==> src/include/pcr_pkg.sv <==
// Functional notes
// - Latency timer value sits in bits 15:8, counted in bus clocks.
// - Latency counter starts when the device drives its frame active.
// - Frame released before expiry: counter ignored, no termination.
// - After expiry, termination begins as soon as grant goes inactive.
// - I/O decode uses I/O base bits 31:7 plus register offset.
// - I/O base bit 0 reads 1, writes ignored.
// - Memory decode uses memory base bits 31:7 as base.
// - Memory base bit 0 reads 0, writes ignored.
// - Base bits 6:1 and ROM base bits 17:1 read zero.
// - After hardware reset subsystem ID is loaded from serial ROM.
// - Failed serial ROM integrity check leaves subsystem ID zero.
// - Subsystem ID in bits 31:16, subsystem vendor ID in 15:0.
// - ROM claimed only when memory enable and ROM enable both set.
// - Software reset leaves expansion ROM base unchanged.
// - Memory accesses answered only while command bit 1 set.
// - I/O accesses answered only while command bit 0 set.
package pcr_pkg;

    // Configuration offsets (byte addresses)
    localparam logic [7:0]  CFG_CMD_OFF  = 8'h04;
    localparam logic [7:0]  CFG_LAT_OFF  = 8'h0C;
    localparam logic [7:0]  CFG_IOB_OFF  = 8'h10;
    localparam logic [7:0]  CFG_MEMB_OFF = 8'h14;
    localparam logic [7:0]  CFG_SUBSYSTEM_IDENTIFICATION_OFF = 8'h2C;
    localparam logic [7:0]  CFG_ROMB_OFF = 8'h30;
    localparam logic [7:0]  CFG_INTR_OFF = 8'h3C;

    // Field positions
    localparam int          CMD_IO_BIT     = 0;
    localparam int          CMD_MEM_BIT    = 1;
    localparam int          CMD_MASTER_BIT = 2;
    localparam int          LAT_LSB        = 8;
    localparam int          CSR_BASE_LSB   = 7;
    localparam int          CSR_IDX_LSB    = 3;
    localparam int          ROM_BASE_LSB   = 18;
    localparam int          ROM_EN_BIT     = 0;

    // Writable bit masks
    localparam logic [31:0] CMD_WMASK  = 32'h0000_0147;
    localparam logic [31:0] LAT_WMASK  = 32'h0000_FF00;
    localparam logic [31:0] BAR_WMASK  = 32'hFFFF_FF80;
    localparam logic [31:0] ROM_WMASK  = 32'hFFFC_0001;
    localparam logic [31:0] INTR_WMASK = 32'h0000_00FF;

    // Fixed and reset values
    localparam logic [31:0] STATUS_FIXED  = 32'h0280_0000;
    localparam logic [31:0] CMD_RESET     = 32'h0000_0000;
    localparam logic [31:0] LAT_RESET     = 32'h0000_0000;
    localparam logic [31:0] BAR_RESET     = 32'h0000_0000;
    localparam logic [31:0] ROM_RESET     = 32'h0000_0000;
    localparam logic [31:0] INTR_RESET    = 32'h2814_0100;
    localparam logic [31:0] SUBSYSTEM_IDENTIFICATION_RESET    = 32'h0000_0000;
    localparam logic [31:0] IO_INDICATOR  = 32'h0000_0001;
    localparam logic [31:0] MEM_INDICATOR = 32'h0000_0000;

    // Latency timer states
    typedef enum logic [3:0] {
        LT_IDLE = 4'b0001,
        LT_RUN  = 4'b0010,
        LT_EXP  = 4'b0100,
        LT_END  = 4'b1000
    } pcr_lat_state_t;

endpackage : pcr_pkg

==> src/include/pcr_lat_if.sv <==
`timescale 1ns/10ps
// Latency timer link between register bank and counter
interface pcr_lat_if #(parameter int LAT_W = 8);
    logic [LAT_W-1:0] lat_value;
    logic             frame_drv;
    logic             gnt_n;
    logic             soft_rst;
    logic             terminate;
    logic             expired;

    modport regs  (output lat_value, output frame_drv, output gnt_n,
                   output soft_rst, input terminate, input expired);
    modport timer (input lat_value, input frame_drv, input gnt_n,
                   input soft_rst, output terminate, output expired);
endinterface : pcr_lat_if

==> src/verilog/pcr_lat_timer.sv <==
`timescale 1ns/10ps
module pcr_lat_timer
    import pcr_pkg::*;
#(
    parameter int LAT_W = 8
) (
    input  wire logic  i_ref_clk,
    input  wire logic  i_srst,
    pcr_lat_if.timer   lat
);

    initial begin
        if (LAT_W < 1 || LAT_W > 16) begin
            $error("pcr_lat_timer: LAT_W out of range");
        end
    end

    pcr_lat_state_t   state_q, state_d;
    logic [LAT_W-1:0] cnt_q, cnt_d;
    logic             term_q, term_d;
    logic             exp_q, exp_d;

    // Next state of the latency counter
    always_comb begin
        state_d = state_q;
        cnt_d   = cnt_q;
        unique case (state_q)
            LT_IDLE: begin
                if (lat.frame_drv) begin
                    cnt_d   = lat.lat_value;
                    state_d = (lat.lat_value == '0) ? LT_EXP : LT_RUN;
                end
            end
            LT_RUN: begin
                if (!lat.frame_drv) begin
                    state_d = LT_IDLE;
                end else if (cnt_q <= LAT_W'(1)) begin
                    cnt_d   = '0;
                    state_d = LT_EXP;
                end else begin
                    cnt_d = cnt_q - LAT_W'(1);
                end
            end
            LT_EXP: begin
                if (!lat.frame_drv) begin
                    state_d = LT_IDLE;
                end else if (lat.gnt_n) begin
                    state_d = LT_END;
                end
            end
            LT_END: begin
                if (!lat.frame_drv) begin
                    state_d = LT_IDLE;
                end
            end
            default: state_d = LT_IDLE;
        endcase
        if (lat.soft_rst) begin
            state_d = LT_IDLE;
        end
        term_d = (state_d == LT_END);
        exp_d  = (state_d == LT_EXP) || (state_d == LT_END);
    end

    // State registers
    always_ff @(posedge i_ref_clk) begin
        if (i_srst) begin
            state_q <= LT_IDLE;
            cnt_q   <= '0;
            term_q  <= 1'b0;
            exp_q   <= 1'b0;
        end else begin
            state_q <= state_d;
            cnt_q   <= cnt_d;
            term_q  <= term_d;
            exp_q   <= exp_d;
        end
    end

    assign lat.terminate = term_q;
    assign lat.expired   = exp_q;

endmodule : pcr_lat_timer

==> src/verilog/pcr_cfg_regs.sv <==
`timescale 1ns/10ps
module pcr_cfg_regs
    import pcr_pkg::*;
#(
    parameter int LAT_W = 8
) (
    input  wire logic        i_ref_clk,
    input  wire logic        i_srst,
    input  wire logic        i_soft_rst,
    // Configuration access port
    input  wire logic        i_cfg_sel,
    input  wire logic        i_cfg_we,
    input  wire logic [7:0]  i_cfg_addr,
    input  wire logic [3:0]  i_cfg_be,
    input  wire logic [31:0] i_cfg_wdata,
    output logic      [31:0] o_cfg_rdata,
    output logic             o_cfg_ack,
    // Serial ROM subsystem ID delivery
    input  wire logic        i_srom_valid,
    input  wire logic        i_srom_ok,
    input  wire logic [31:0] i_srom_data,
    // Target address decode
    input  wire logic        i_io_req,
    input  wire logic [31:0] i_io_addr,
    input  wire logic        i_mem_req,
    input  wire logic [31:0] i_mem_addr,
    output logic             o_io_hit,
    output logic             o_mem_hit,
    output logic             o_rom_hit,
    output logic      [3:0]  o_csr_index,
    // Bus master side
    input  wire logic        i_frame_drv,
    input  wire logic        i_gnt_n,
    output logic             o_master_en,
    output logic             o_lat_terminate,
    output logic             o_lat_expired
);

    initial begin
        if (LAT_W != 8) begin
            $error("pcr_cfg_regs: latency field is 8 bits wide");
        end
    end

    // Programmed state
    logic [31:0] cmd_q,  cmd_d;
    logic [31:0] lat_q,  lat_d;
    logic [31:0] iob_q,  iob_d;
    logic [31:0] memb_q, memb_d;
    logic [31:0] rom_q,  rom_d;
    logic [31:0] intr_q, intr_d;
    logic [31:0] subsystem_identification_q, subsystem_identification_d;
    logic        subsystem_identification_done_q, subsystem_identification_done_d;

    // Answer and decode state
    logic [31:0] rdata_q, rdata_d;
    logic        ack_q,   ack_d;
    logic        io_hit_q,  io_hit_d;
    logic        mem_hit_q, mem_hit_d;
    logic        rom_hit_q, rom_hit_d;
    logic [3:0]  idx_q,   idx_d;
    logic        master_q, master_d;

    // Byte lanes of a configuration write
    logic [31:0] be_mask;
    logic        wr_en;
    logic [31:0] rd_val;

    pcr_lat_if #(.LAT_W(LAT_W)) lat ();

    // Merge write data into writable bits only
    function automatic logic [31:0] merge(input logic [31:0] old,
                                          input logic [31:0] wdat,
                                          input logic [31:0] wmask);
        logic [31:0] m;
        m = wmask & be_mask;
        merge = (old & ~m) | (wdat & m);
    endfunction : merge

    // Byte enables widened to a bit mask
    always_comb begin
        be_mask = {{8{i_cfg_be[3]}}, {8{i_cfg_be[2]}},
                   {8{i_cfg_be[1]}}, {8{i_cfg_be[0]}}};
        wr_en   = i_cfg_sel && i_cfg_we;
    end

    // Configuration read view
    always_comb begin
        unique case (i_cfg_addr)
            CFG_CMD_OFF:  rd_val = STATUS_FIXED | (cmd_q & CMD_WMASK);
            CFG_LAT_OFF:  rd_val = lat_q & LAT_WMASK;
            CFG_IOB_OFF:  rd_val = (iob_q & BAR_WMASK) | IO_INDICATOR;
            CFG_MEMB_OFF: rd_val = (memb_q & BAR_WMASK) | MEM_INDICATOR;
            CFG_SUBSYSTEM_IDENTIFICATION_OFF: rd_val = subsystem_identification_q;
            CFG_ROMB_OFF: rd_val = rom_q & ROM_WMASK;
            CFG_INTR_OFF: rd_val = (INTR_RESET & ~INTR_WMASK)
                                   | (intr_q & INTR_WMASK);
            default:      rd_val = 32'h0000_0000;
        endcase
    end

    // Next values of the programmed registers
    always_comb begin
        cmd_d  = cmd_q;
        lat_d  = lat_q;
        iob_d  = iob_q;
        memb_d = memb_q;
        rom_d  = rom_q;
        intr_d = intr_q;
        if (wr_en) begin
            unique case (i_cfg_addr)
                CFG_CMD_OFF:  cmd_d  = merge(cmd_q,  i_cfg_wdata, CMD_WMASK);
                CFG_LAT_OFF:  lat_d  = merge(lat_q,  i_cfg_wdata, LAT_WMASK);
                CFG_IOB_OFF:  iob_d  = merge(iob_q,  i_cfg_wdata, BAR_WMASK);
                CFG_MEMB_OFF: memb_d = merge(memb_q, i_cfg_wdata, BAR_WMASK);
                CFG_ROMB_OFF: rom_d  = merge(rom_q,  i_cfg_wdata, ROM_WMASK);
                CFG_INTR_OFF: intr_d = merge(intr_q, i_cfg_wdata, INTR_WMASK);
                default:      cmd_d  = cmd_q;
            endcase
        end
    end

    // Programmed registers; soft reset touches none of them
    always_ff @(posedge i_ref_clk) begin
        if (i_srst) begin
            cmd_q  <= CMD_RESET;
            lat_q  <= LAT_RESET;
            iob_q  <= BAR_RESET;
            memb_q <= BAR_RESET;
            rom_q  <= ROM_RESET;
            intr_q <= INTR_RESET;
        end else begin
            cmd_q  <= cmd_d;
            lat_q  <= lat_d;
            iob_q  <= iob_d;
            memb_q <= memb_d;
            rom_q  <= rom_d;
            intr_q <= intr_d;
        end
    end

    // Subsystem ID capture, once per hardware reset
    always_comb begin
        subsystem_identification_d      = subsystem_identification_q;
        subsystem_identification_done_d = subsystem_identification_done_q;
        if (!subsystem_identification_done_q && i_srom_valid) begin
            subsystem_identification_done_d = 1'b1;
            if (i_srom_ok) begin
                subsystem_identification_d = i_srom_data;
            end else begin
                subsystem_identification_d = SUBSYSTEM_IDENTIFICATION_RESET;
            end
        end
    end

    // Subsystem ID registers
    always_ff @(posedge i_ref_clk) begin
        if (i_srst) begin
            subsystem_identification_q      <= SUBSYSTEM_IDENTIFICATION_RESET;
            subsystem_identification_done_q <= 1'b0;
        end else begin
            subsystem_identification_q      <= subsystem_identification_d;
            subsystem_identification_done_q <= subsystem_identification_done_d;
        end
    end

    // Configuration answer, one cycle after the access
    always_comb begin
        ack_d   = i_cfg_sel;
        rdata_d = (i_cfg_sel && !i_cfg_we) ? rd_val : 32'h0000_0000;
    end

    // Answer registers
    always_ff @(posedge i_ref_clk) begin
        if (i_srst) begin
            ack_q   <= 1'b0;
            rdata_q <= 32'h0000_0000;
        end else begin
            ack_q   <= ack_d;
            rdata_q <= rdata_d;
        end
    end

    // Target decode of I/O, memory and expansion ROM spaces
    always_comb begin
        io_hit_d  = i_io_req && cmd_q[CMD_IO_BIT]
                    && (i_io_addr[31:CSR_BASE_LSB] == iob_q[31:CSR_BASE_LSB]);
        mem_hit_d = i_mem_req && cmd_q[CMD_MEM_BIT]
                    && (i_mem_addr[31:CSR_BASE_LSB] == memb_q[31:CSR_BASE_LSB]);
        rom_hit_d = i_mem_req && cmd_q[CMD_MEM_BIT] && rom_q[ROM_EN_BIT]
                    && (i_mem_addr[31:ROM_BASE_LSB] == rom_q[31:ROM_BASE_LSB]);
        if (io_hit_d) begin
            idx_d = i_io_addr[CSR_IDX_LSB+3:CSR_IDX_LSB];
        end else if (mem_hit_d) begin
            idx_d = i_mem_addr[CSR_IDX_LSB+3:CSR_IDX_LSB];
        end else begin
            idx_d = 4'h0;
        end
        if (i_soft_rst) begin
            io_hit_d  = 1'b0;
            mem_hit_d = 1'b0;
            rom_hit_d = 1'b0;
        end
        master_d = cmd_q[CMD_MASTER_BIT];
    end

    // Decode registers
    always_ff @(posedge i_ref_clk) begin
        if (i_srst) begin
            io_hit_q  <= 1'b0;
            mem_hit_q <= 1'b0;
            rom_hit_q <= 1'b0;
            idx_q     <= 4'h0;
            master_q  <= 1'b0;
        end else begin
            io_hit_q  <= io_hit_d;
            mem_hit_q <= mem_hit_d;
            rom_hit_q <= rom_hit_d;
            idx_q     <= idx_d;
            master_q  <= master_d;
        end
    end

    // Latency counter hookup
    assign lat.lat_value = lat_q[LAT_LSB+LAT_W-1:LAT_LSB];
    assign lat.frame_drv = i_frame_drv;
    assign lat.gnt_n     = i_gnt_n;
    assign lat.soft_rst  = i_soft_rst;

    pcr_lat_timer #(
        .LAT_W (LAT_W)
    ) u_lat (
        .i_ref_clk (i_ref_clk),
        .i_srst    (i_srst),
        .lat       (lat.timer)
    );

    // Outputs straight from flip-flops
    assign o_cfg_rdata     = rdata_q;
    assign o_cfg_ack       = ack_q;
    assign o_io_hit        = io_hit_q;
    assign o_mem_hit       = mem_hit_q;
    assign o_rom_hit       = rom_hit_q;
    assign o_csr_index     = idx_q;
    assign o_master_en     = master_q;
    assign o_lat_terminate = lat.terminate;
    assign o_lat_expired   = lat.expired;

endmodule : pcr_cfg_regs

==> config.mk <==
export PLATFORM = sky130hd
export DESIGN_NAME = pcr_cfg_regs
export DESIGN_NICKNAME = d
export VERILOG_FILES = /design/src/include/pcr_pkg.sv /design/src/include/pcr_lat_if.sv /design/src/verilog/pcr_lat_timer.sv /design/src/verilog/pcr_cfg_regs.sv
export SDC_FILE = /design/constraint.sdc
export NUM_CORES = 1
export LEC_CHECK = 0
export BUFFER_PORTS_ARGS = -buffer_cell sky130_fd_sc_hd__buf_2
export CAP_MARGIN = 20
export CORE_ASPECT_RATIO = 0.9
export CORE_MARGIN = 1.5
export CORE_UTILIZATION = 25
export CTS_CLUSTER_DIAMETER = 120
export CTS_CLUSTER_SIZE = 16
export DETAILED_ROUTE_END_ITERATION = 7
export SKIP_CTS_REPAIR_TIMING = 1
export SLEW_MARGIN = 20
export SYNTH_ARGS = -nofsm -noshare
export SYNTH_HDL_FRONTEND = slang
export SYNTH_HIERARCHICAL = 1
export SYNTH_SLANG_ARGS = --single-unit
==> constraint.sdc <==
create_clock -name i_ref_clk -period 2.78 [get_ports i_ref_clk]
set_input_delay 0.139 -clock i_ref_clk [delete_from_list [all_inputs] [get_ports i_ref_clk]]
set_output_delay 0.139 -clock i_ref_clk [all_outputs]
set_load 0.01 [all_outputs]
### After elaboration in Yosys (flattened, before gate mapping)

Index checks and enable logic that the tools add are counted.

* flip-flop bits (word level): 280
* bits of input ports: 151
* output and inout port bits: 43

* add/sub/neg operators: 1
* magnitude comparators: 1
* equal/unequal tests: 18
* muxes and demuxes: 17
* bitwise gates (word level): 23
* reduce and logical (&&, ||, !) cells: 23

Operators by type and width (number)
* 32-bit AND: 8
* 32-bit one-hot mux with 7 select lines: 1
* 32-bit OR: 6
* 32-bit inverter: 2
* 25-bit == test: 2
* 4-bit two-way mux: 9
* 32-bit by 16-bit AND with 32-bit output: 1
* 32-bit by 8-bit AND with 32-bit output: 1
* 32-bit by 9-bit AND with 32-bit output: 1
* 32-bit two-way mux: 1
* 16-bit inverter with 32-bit output: 1
* 8-bit inverter with 32-bit output: 1
* 9-bit inverter with 32-bit output: 1
* 8-bit by 6-bit == test with 1-bit output (second input constant): 3
* 8-bit two-way mux: 3
* 8-bit by 5-bit == test with 1-bit output (second input constant): 2
* 4-bit one-hot mux with 4 select lines: 1
* 8-bit one-hot mux with 2 select lines: 1
* 14-bit == test: 1
* 2-bit AND reduction: 6
* 1-bit logical AND: 9
* 4-bit by 3-bit == test with 1-bit output (second input constant): 2
* 4-bit == test (second input constant): 2
* 8-bit by 3-bit == test with 1-bit output (second input constant): 1
* other kinds (14): 17

### Longest topological paths before layout

Gate-level depths: netlist of the first run.

* word-level depth: 7
* gate-level depth with buffers: 8
* mapped depth without buffers: 6

### Cells and area by module

Netlist of the first run, hierarchy kept.

By module, submodules not included
* pcr_cfg_regs: times used 1, cells an instance 756, area an instance 6876.6 um2, sequential area each 3203.1 um2
* pcr_lat_timer: times used 1, cells an instance 102, area an instance 842.1 um2, sequential area each 280.3 um2

### Worst setup path after synthesis of the first run

Ideal clock, no wire load.

* path kind: input to register
* from: input port i_cfg_addr[1]
* to: register (tool-made name)
* library setup time: 0.128 ns
* data arrival time: 1.864 ns
* required time: 2.652 ns
* setup slack: 0.788 ns
* stages: 6
* buffers on the path: 1
* cell sequence: or4_4 -> buf_6 -> nor4b_4 -> nand4_4 -> mux2i_1 -> nor2_1

RTL lines
* from (decl): line pcr_cfg_regs.sv:13 `input wire logic [7:0] i_cfg_addr,`

==> impl_metrics.env, run 1 <==
export IMPL_clock_latency_ns=0.44
export IMPL_firstDrtPassIters=7
export IMPL_cts_root_buf="clkbuf_16"
export IMPL_syn_nets=1011
export IMPL_vias_per_cell=4.83
export IMPL_async_reset_ff_share_pct=0
export IMPL_netlist_area_leader_share_pct=45.1
export IMPL_setup_viol=0
export IMPL_min_path_type="input pin to flip-flop"
export IMPL_p_per_area_mw_per_mm2=542
export IMPL_drtAntennaViolNets=0
export IMPL_crit_type="flip-flop to flip-flop"
export IMPL_setup_ws_ns=0.788
export IMPL_dieArea_mm2=0.0319
export IMPL_met1_usage_pct=23.9
export IMPL_r2r_setup_slack_ns=0.79
export IMPL_core_area_mm2=0.0301
export IMPL_endpoint_kind="flip-flop"
export IMPL_htreeDepth=4
export IMPL_status="finished with violations"
export IMPL_cts_made_buffers=17
export IMPL_die_h_um=170
export IMPL_synth_area_top_cells="dfxtp_1 (45%), mux2i_1 (8.9%), a21oi_1 (5.4%)"
export IMPL_drt_total_wl_um=28100
export IMPL_worst_pin_slew_ns=0.768
export IMPL_grt_pass1_wl_um=40800
export IMPL_min_period_ns=1.99
export IMPL_cp_start_kind="flip-flop"
export IMPL_drc=0
export IMPL_r2r_end="o_csr_index[1]"
export IMPL_fp_dieW_um=188
export IMPL_tns_ns=0
export IMPL_cts_sinks=174
export IMPL_violations="hold timing"
export IMPL_synthFlopType="dfxtp_1"
export IMPL_p_total_mw=5.57
export IMPL_crit_fanout=5
export IMPL_drtIter0Drc=700
export IMPL_finClkSkew_ns=0.0125
export IMPL_antenna_found_initial=5
export IMPL_leakage_nw=4.04
export IMPL_dpl_worst_slack_ns=0.369
export IMPL_grt_overflow=0
export IMPL_synth_warnings=6
export IMPL_syn_area_per_cell_um2=9.00
export IMPL_dp_hpwl_um=20600
export IMPL_grt_util_met2_pct=25.0
export IMPL_syn2layout_area_growth_pct=33.2
export IMPL_synth_seq_cells=174
export IMPL_busiest_layer="met2"
export IMPL_hold_violations=4
export IMPL_syn_area_mm2=0.00772
export IMPL_ir_worst_vdd_v=0.000411
export IMPL_hold_path_startpoint="i_cfg_wdata[3]"
export IMPL_routedWlPerCell_um=18.7
export IMPL_start_util_pct=25.6
export IMPL_cts_tree="done"
export IMPL_max_freq_mhz=502
export IMPL_grt_util_all_layers_pct=17.1
export IMPL_io_pins=194
export IMPL_num_rows=60
export IMPL_period_share_pct=71.7
export IMPL_port_buffers=187
export IMPL_arrival_ns=2.36
export IMPL_whs_ns=-0.0290
export IMPL_r2r_cells=6
export IMPL_whs_path_depth=3
export IMPL_routabilityCongestion=0.838
export IMPL_relSlewSlack_pct=48.3
export IMPL_synth_edff_count=0
export IMPL_clockBufferDepth=2
export IMPL_yosys_area_top_type="dfxtp_1"
export IMPL_use_met3_pct=4.71
export IMPL_grt_max_degree=69
export IMPL_clk_pin_slew_worst_paths_ns=0.08
export IMPL_drv_cap=0
export IMPL_slew_violations=0
export IMPL_layout_commonest_cell="buf_2"
export IMPL_final_cell_mix="buf_2 (186), dfxtp_1 (174), nand2_1 (99), a21oi_1 (84), nor2_1 (82)"
export IMPL_drive_above_1_share_pct=23.6
export IMPL_ys_types=58
export IMPL_postLayoutCoreUtil_pct=34.1
export IMPL_num_vias=7262
export IMPL_required_ns=3.15
export IMPL_ys_seq_area_share_pct=45.1
export IMPL_grt_setup_unrepaired="no"
export IMPL_synth_cells=858
export IMPL_nets=1236
export IMPL_grt_pass1_vias=6712
-- area by class of cell --
class                   instances  area [um2]
clock buffers                  19         453
clock inverters                13         169
repair buffers                260        1640
flip-flops and latches        174        3480
fillers                      3160       19800
well taps                     403         504
diodes                          5        12.5
multi-input cells             620        3980
inverters                      10        37.5
-- worst max-delay path by stage --
stage,depth (start not counted),slack [ns],end
6_report,6,0.79,o_csr_index[1]
2_1_floorplan,6,0.79,flip-flop
5_1_grt,6,0.63,o_csr_index[2]
3_3_place_gp,6,0.39,flip-flop
3_5_place_dp,6,0.37,flip-flop
4_1_cts,6,0.78,o_csr_index[1]
-- cell usage after synthesis (2+ instances only) --
library cell  number
inv_1             10
clkbuf_1          34
nor2b_1            7
nor3_1             4
nand4_1           15
nor4_2             2
nand3b_1           2
a22oi_1           22
a221oi_1           4
nand2b_1          10
a31oi_1           16
a222oi_1          10
xor2_1            31
xnor2_1           34
o32ai_1            4
or2_2              2
buf_6              2
nand2_1           99
and2_1             4
buf_2             15
nand3_1           61
nor2_1            82
ha_1               2
buf_4              3
o21ai_0            3
and4_1             4
mux2i_1           69
nor4_1            15
a21oi_1           84
and3_1             3
nand4_4            4
dfxtp_1          174
a211oi_1           2
-- power by group --
part / internal [mW] / leakage, nW / switching [mW] / total, mW
logic: 0.207 / 2.33 / 0.258 / 0.465
registers: 2.51 / 1.40 / 0.0159 / 2.53
clock network: 1.42 / 0.305 / 1.16 / 2.58
total: 4.14 / 4.04 / 1.43 / 5.57
-- per-layer routing --
metal,wire length [um],vias up
li1,-,3507
met1,13200,3432
met2,12100,287
met3,2040,34
met4,669,2
met5,7,-
-- cell families after synthesis --
logic type / Yosys count / share of synthesized area [%]
simple gates: 327 / 21.6
flops: 174 / 45.1
compound gates: 157 / 12.9
mux: 69 / 8.95
xor+xnor: 65 / 7.38
buf+inv: 64 / 3.70
fa+ha+maj: 2 / 0.324
-- critical path, stage by stage (launching register included) --
cell     delay (ns)
dfxtp_1        0.34
xor2_1         0.17
nor4_1         0.68
nand3_1        0.18
nor4_2         0.16
buf_4          0.20
mux2i_1        0.19
-- per-stage QoR --
stage                     std cells  cell area (um2)
final                          1504            10300
after floorplan                 858             7720
after global placement         1415             9130
after global routing           1502            10300
after CTS                      1447             9750
after detailed placement       1415             9130
Power figures use the tool's default switching activity.
==> run 2, diff against run 1 <==
--- a/config.mk
+++ b/config.mk
@@ -5,6 +5,7 @@
 export SDC_FILE = /design/constraint.sdc
 export NUM_CORES = 1
 export LEC_CHECK = 0
+export ABC_AREA = 1
 export BUFFER_PORTS_ARGS = -buffer_cell sky130_fd_sc_hd__buf_2
 export CAP_MARGIN = 20
 export CORE_ASPECT_RATIO = 0.9
==> constraint.sdc (replaced) <==
create_clock -name i_ref_clk -period 1.7 [get_ports i_ref_clk]
set_input_delay 0.085 -clock i_ref_clk [delete_from_list [all_inputs] [get_ports i_ref_clk]]
set_output_delay 0.085 -clock i_ref_clk [all_outputs]
set_load 0.01 [all_outputs]
==> impl_metrics.env, run 2 <==
export IMPL_status="finished with violations"
export IMPL_violations="hold timing"
export IMPL_nets=1629
export IMPL_fin_cells=1917
export IMPL_synth_seq_cells=174
export IMPL_relSlewSlack_pct=66.2
export IMPL_netlist_area_leader_share_pct=41.9
export IMPL_num_vias=8909
export IMPL_drive_above_1_share_pct=19.7
export IMPL_ys_seq_area_share_pct=41.9
export IMPL_crit_fanout=6
export IMPL_placed_cells=1823
export IMPL_grt_max_degree=75
export IMPL_syn2layout_area_growth_pct=32.9
export IMPL_finClkSkew_ns=0.0145
export IMPL_cts_made_buffers=17
export IMPL_fp_dieW_um=195
export IMPL_critPathSlowestCell="dfxtp_1"
export IMPL_grt_setup_unrepaired="no"
export IMPL_cpMostUsedCell="nor2_1"
export IMPL_die_h_um=176
export IMPL_slew_violations=0
export IMPL_cts_tree="done"
export IMPL_final_cell_mix="nand2_1 (260), buf_2 (187), dfxtp_1 (174), inv_1 (159), a21oi_1 (148)"
export IMPL_core_area_mm2=0.0328
export IMPL_firstDrtPassIters=5
export IMPL_synth_cells=1226
export IMPL_routabilityCongestion=0.906
export IMPL_clockBufferDepth=2
export IMPL_clock_latency_ns=0.43
export IMPL_vias_per_cell=4.65
export IMPL_ir_worst_vdd_v=0.000759
export IMPL_dr_wl_met2_um=14700
export IMPL_route_met3_wl_um=2200
export IMPL_drtIter0Drc=702
export IMPL_hold_violations=11
export IMPL_synthFlopType="dfxtp_1"
export IMPL_p_per_area_mw_per_mm2=816
export IMPL_worst_pin_slew_ns=0.504
export IMPL_start_util_pct=25.3
export IMPL_multi_input_comb_area_mm2=0.00398
export IMPL_dp_hpwl_um=25300
export IMPL_clk_pin_slew_worst_paths_ns=0.08
export IMPL_drt_total_wl_um=32200
export IMPL_async_reset_ff_share_pct=0
export IMPL_drv_cap=0
export IMPL_grt_overflow=0
export IMPL_crit_type="flip-flop to flip-flop"
export IMPL_num_rows=63
export IMPL_grt_pass1_wl_um=46900
export IMPL_regArea_mm2=0.00348
export IMPL_path_cells="inv_1 > ha_1 > nor2_1 > nor2_1 > nand2_1 > nand2_2 > inv_2 > nand3_1 > a21oi_1"
export IMPL_synth_area_top_cells="dfxtp_1 (42%), nand2_1 (12%), a21oi_1 (8.9%)"
export IMPL_synth_most_common_cell="nand2_1"
export IMPL_antenna_found_initial=10
export IMPL_drtAntennaViolNets=0
export IMPL_drt_met1_wl_um=14400
export IMPL_drc=0
export IMPL_cp_start_kind="flip-flop"
export IMPL_cts_sinks=174
export IMPL_htreeDepth=4
export IMPL_syn_area_per_cell_um2=6.78
export IMPL_min_path_type="input pin to flip-flop"
export IMPL_min_period_ns=1.55
export IMPL_postLayoutCoreUtil_pct=33.7
export IMPL_layout_commonest_cell="nand2_1"
export IMPL_ys_types=36
export IMPL_tns_ns=0
export IMPL_highest_layer="met5"
export IMPL_port_buffers=187
export IMPL_syn_area_mm2=0.00831
export IMPL_endpoint_kind="flip-flop"
export IMPL_max_freq_mhz=647
export IMPL_required_ns=2.07
export IMPL_io_pins=194
export IMPL_fillers=3574
export IMPL_grt_util_all_layers_pct=18.3
export IMPL_cpPeakStageDelay_ns=0.35
export IMPL_yosys_area_top_type="dfxtp_1"
export IMPL_syn_nets=1379
export IMPL_dieArea_mm2=0.0343
export IMPL_period_share_pct=90.9
export IMPL_synthTopCellsByCount="nand2_1 (260), dfxtp_1 (174), inv_1 (159)"
export IMPL_synth_warnings=6
export IMPL_setup_viol=0
export IMPL_cts_root_buf="clkbuf_16"
export IMPL_whs_ns=-0.0116
export IMPL_routedWlPerCell_um=16.8
export IMPL_leakage_nw=4.68
export IMPL_arrival_ns=1.91
export IMPL_synth_edff_count=0
export IMPL_grt_pass1_vias=8165
## run 2: cell count changes after synthesis, sizes merged, moves of 12 or more
cell | before | now
inv | 10 | 171
nand2 | 99 | 272
o22ai | 1 | 24
a31oi | 17 | 0
o21ai | 4 | 113
a22oi | 22 | 0
a21oi | 84 | 148
xor2 | 31 | 8
nor2 | 82 | 148
mux2i | 69 | 0
a211oi | 2 | 16
o211ai | 0 | 12
xnor2 | 34 | 12
## run 2: metrics by stage
| step | setup slack, ns | power (mW) | instance area, um2 |
|---|---|---|---|
| after global placement | 0.104 | 5.10 | 9890 |
| after floorplan | 0.404 | 4.69 | 8310 |
| after detailed placement | 0.0557 | 5.11 | 9890 |
| final | 0.155 | 9.01 | 11000 |
| after global routing | 0.0253 | 9.37 | 11000 |
| after CTS | 0.110 | 8.98 | 10500 |
## run 2: cell type report
class                           count  area share (%)
Inverter                          173            5.89
Tap cell                          422            4.78
Multi-Input combinational cell    835            36.0
Clock inverter                     13            1.16
Sequential cell                   174            31.6
Timing Repair Buffer              275            16.4
Clock buffer                       19            4.01
Antenna cell                        6           0.136
## run 2: power breakdown
group | switching (mW) | internal (mW)
Combinational | 0.558 | 0.405
Sequential | 0.0316 | 4.13
Clock | 1.79 | 2.09
## run 2: cells by family after synthesis
group | share of synthesized area [%]
XOR/XNOR | 2.11
AND/OR/NAND/NOR | 25.1
buffers and inverters | 10.2
AO/OA/AOI/OAI | 20.3
adder cells (fa/ha/maj) | 0.301
flip-flops | 41.9
## run 2: path summary, 6_finish.rpt
check	startpoint	cells after the start	slack (ns)	to
max	u_lat/cnt_q[0]	9	0.15	u_lat/cnt_q[5]
min	i_cfg_wdata[25]	3	-0.01	flip-flop
max reg2reg	u_lat/cnt_q[0]	9	0.15	u_lat/cnt_q[5]
min reg2reg	flip-flop	2	0.46	flip-flop
## run 2: critical path, delay by kind of cell (launching register included)
family / cells / cell delay, ns
simple gates: 5 / 0.50
flops: 1 / 0.35
fa+ha+maj: 1 / 0.29
buf+inv: 2 / 0.20
compound gates: 1 / 0.14
## run 2: per-layer routing
metal / track usage (%) / vias up
met2: 29.5 / 307
met4: 6.40 / 10
met3: 4.34 / 60
met5: 0 / -
met1: 23.8 / 4049
li1: - / 4483
==> run 3, diff against run 2 <==
--- a/config.mk
+++ b/config.mk
@@ -11,9 +11,10 @@
 export CORE_ASPECT_RATIO = 0.9
 export CORE_MARGIN = 1.5
 export CORE_UTILIZATION = 25
-export CTS_CLUSTER_DIAMETER = 120
+export CTS_CLUSTER_DIAMETER = 80
 export CTS_CLUSTER_SIZE = 16
 export DETAILED_ROUTE_END_ITERATION = 7
+export REMOVE_ABC_BUFFERS = 1
 export SKIP_CTS_REPAIR_TIMING = 1
 export SLEW_MARGIN = 20
 export SYNTH_ARGS = -nofsm -noshare
==> impl_metrics.env, run 3 (synthesis results as in run 2) <==
export IMPL_min_path_type="input pin to flip-flop"
export IMPL_violations="hold timing"
export IMPL_htreeDepth=4
export IMPL_setup_ws_ns=0.132
export IMPL_hold_violations=8
export IMPL_syn2layout_area_growth_pct=34.0
export IMPL_routabilityCongestion=0.928
export IMPL_leakage_nw=4.74
export IMPL_grt_max_degree=37
export IMPL_fp_dieW_um=195
export IMPL_required_ns=2.07
export IMPL_relSlewSlack_pct=63.5
export IMPL_slew_violations=0
export IMPL_ir_worst_vdd_v=0.000707
export IMPL_drt_total_wl_um=32600
export IMPL_drive_above_1_share_pct=20.1
export IMPL_cts_root_buf="clkbuf_16"
export IMPL_clk_pin_slew_worst_paths_ns=0.07
export IMPL_finClkSkew_ns=0.0148
export IMPL_core_area_mm2=0.0328
export IMPL_firstDrtPassIters=7
export IMPL_min_period_ns=1.57
export IMPL_port_buffers=187
export IMPL_endpoint_kind="flip-flop"
export IMPL_fin_cells=1927
export IMPL_period_share_pct=92.2
export IMPL_nets=1641
export IMPL_placed_cells=1831
export IMPL_crit_fanout=12
export IMPL_grt_pass1_vias=8240
export IMPL_crit_type="input pin to flip-flop"
export IMPL_dieArea_mm2=0.0343
export IMPL_dp_hpwl_um=25400
export IMPL_drtAntennaViolNets=0
export IMPL_start_util_pct=25.3
export IMPL_worst_pin_slew_ns=0.544
export IMPL_grt_setup_unrepaired="no"
export IMPL_arrival_ns=1.94
export IMPL_layout_commonest_cell="nand2_1"
export IMPL_antenna_found_initial=8
export IMPL_grt_util_all_layers_pct=18.7
export IMPL_cts_sinks=174
export IMPL_whs_ns=-0.0198
export IMPL_routedWlPerCell_um=16.9
export IMPL_vias_per_cell=4.67
export IMPL_cp_start_kind="input pin"
export IMPL_r2r_setup_slack_ns=0.20
export IMPL_drc=0
export IMPL_dpl_worst_slack_ns=0.0728
export IMPL_num_vias=8992
export IMPL_p_total_mw=9.26
export IMPL_drv_cap=0
export IMPL_grt_overflow=0
export IMPL_clockBufferDepth=2
export IMPL_drtIter0Drc=620
export IMPL_clock_latency_ns=0.45
export IMPL_max_freq_mhz=638
export IMPL_setup_viol=0
export IMPL_grt_pass1_wl_um=47600
export IMPL_p_per_area_mw_per_mm2=831
export IMPL_postLayoutCoreUtil_pct=34.0
export IMPL_status="finished with violations"
export IMPL_num_rows=63
export IMPL_cts_tree="done"
export IMPL_cts_made_buffers=17
export IMPL_io_pins=194
export IMPL_final_cell_mix="nand2_1 (260), buf_2 (187), dfxtp_1 (174), inv_1 (159), a21oi_1 (148)"
export IMPL_die_h_um=176
run 3: changes by cell type in the layout (fill, tap and decap cells not counted), sizes merged:
cell / previous run / this run
diode: 6 / 5
buf: 219 / 227
bufinv: 1 / 2
dlygate4sd3: 56 / 60
inv: 177 / 176
clkinv: 7 / 6
run 3: per-stage QoR:
stage	hold slack, ns	cell area (um2)	TNS, ns
CTS	-0.139	10500	0
floorplan	0.154	8110	-13.37
global placement	0.308	9910	0
finish	-0.0198	11100	0
detailed placement	0.327	9910	0
global route	0.00152	11100	0
run 3: power breakdown:
group | switching, mW | internal, mW
Clock | 1.84 | 2.28
Sequential | 0.0322 | 4.13
Combinational | 0.561 | 0.407
Total | 2.44 | 6.82
run 3: metal layers:
metal / vias up / wire length [um] / part of all wire, % / GRT usage (%)
li1: 4493 / - / - / -
met1: 4095 / 15400 / 47 / 26.1
met2: 354 / 14000 / 43 / 28.5
met3: 40 / 2540 / 7.8 / 4.03
met4: 10 / 554 / 1.7 / 5.85
met5: - / 64 / 0.20 / 0
run 3: worst max-delay path: stages:
cell	delay, ns
dlygate4sd3_1	0.52
buf_2	0.12
inv_1	0.05
nor3_1	0.42
o21ai_2	0.25
buf_12	0.22
a21oi_1	0.12
buf_4	0.16
run 3: path summary, 6_finish.rpt:
path | start | to | cells past startpoint
min reg2reg | flip-flop | flip-flop | 2
max | i_cfg_sel | o_cfg_rdata[26] | 8
max reg2reg | flip-flop | o_csr_index[1] | 8
min | i_srom_data[11] | subsystem_identification_q[11] | 3
run 3: final cells by class:
class                   instances  area, um2
diodes                          5       12.5
clock buffers                  19        453
clock inverters                12        153
fillers                      3649      21700
inverters                     173        651
multi-input cells             835       3980
flip-flops and latches        174       3480
well taps                     422        528
repair buffers                287       1870
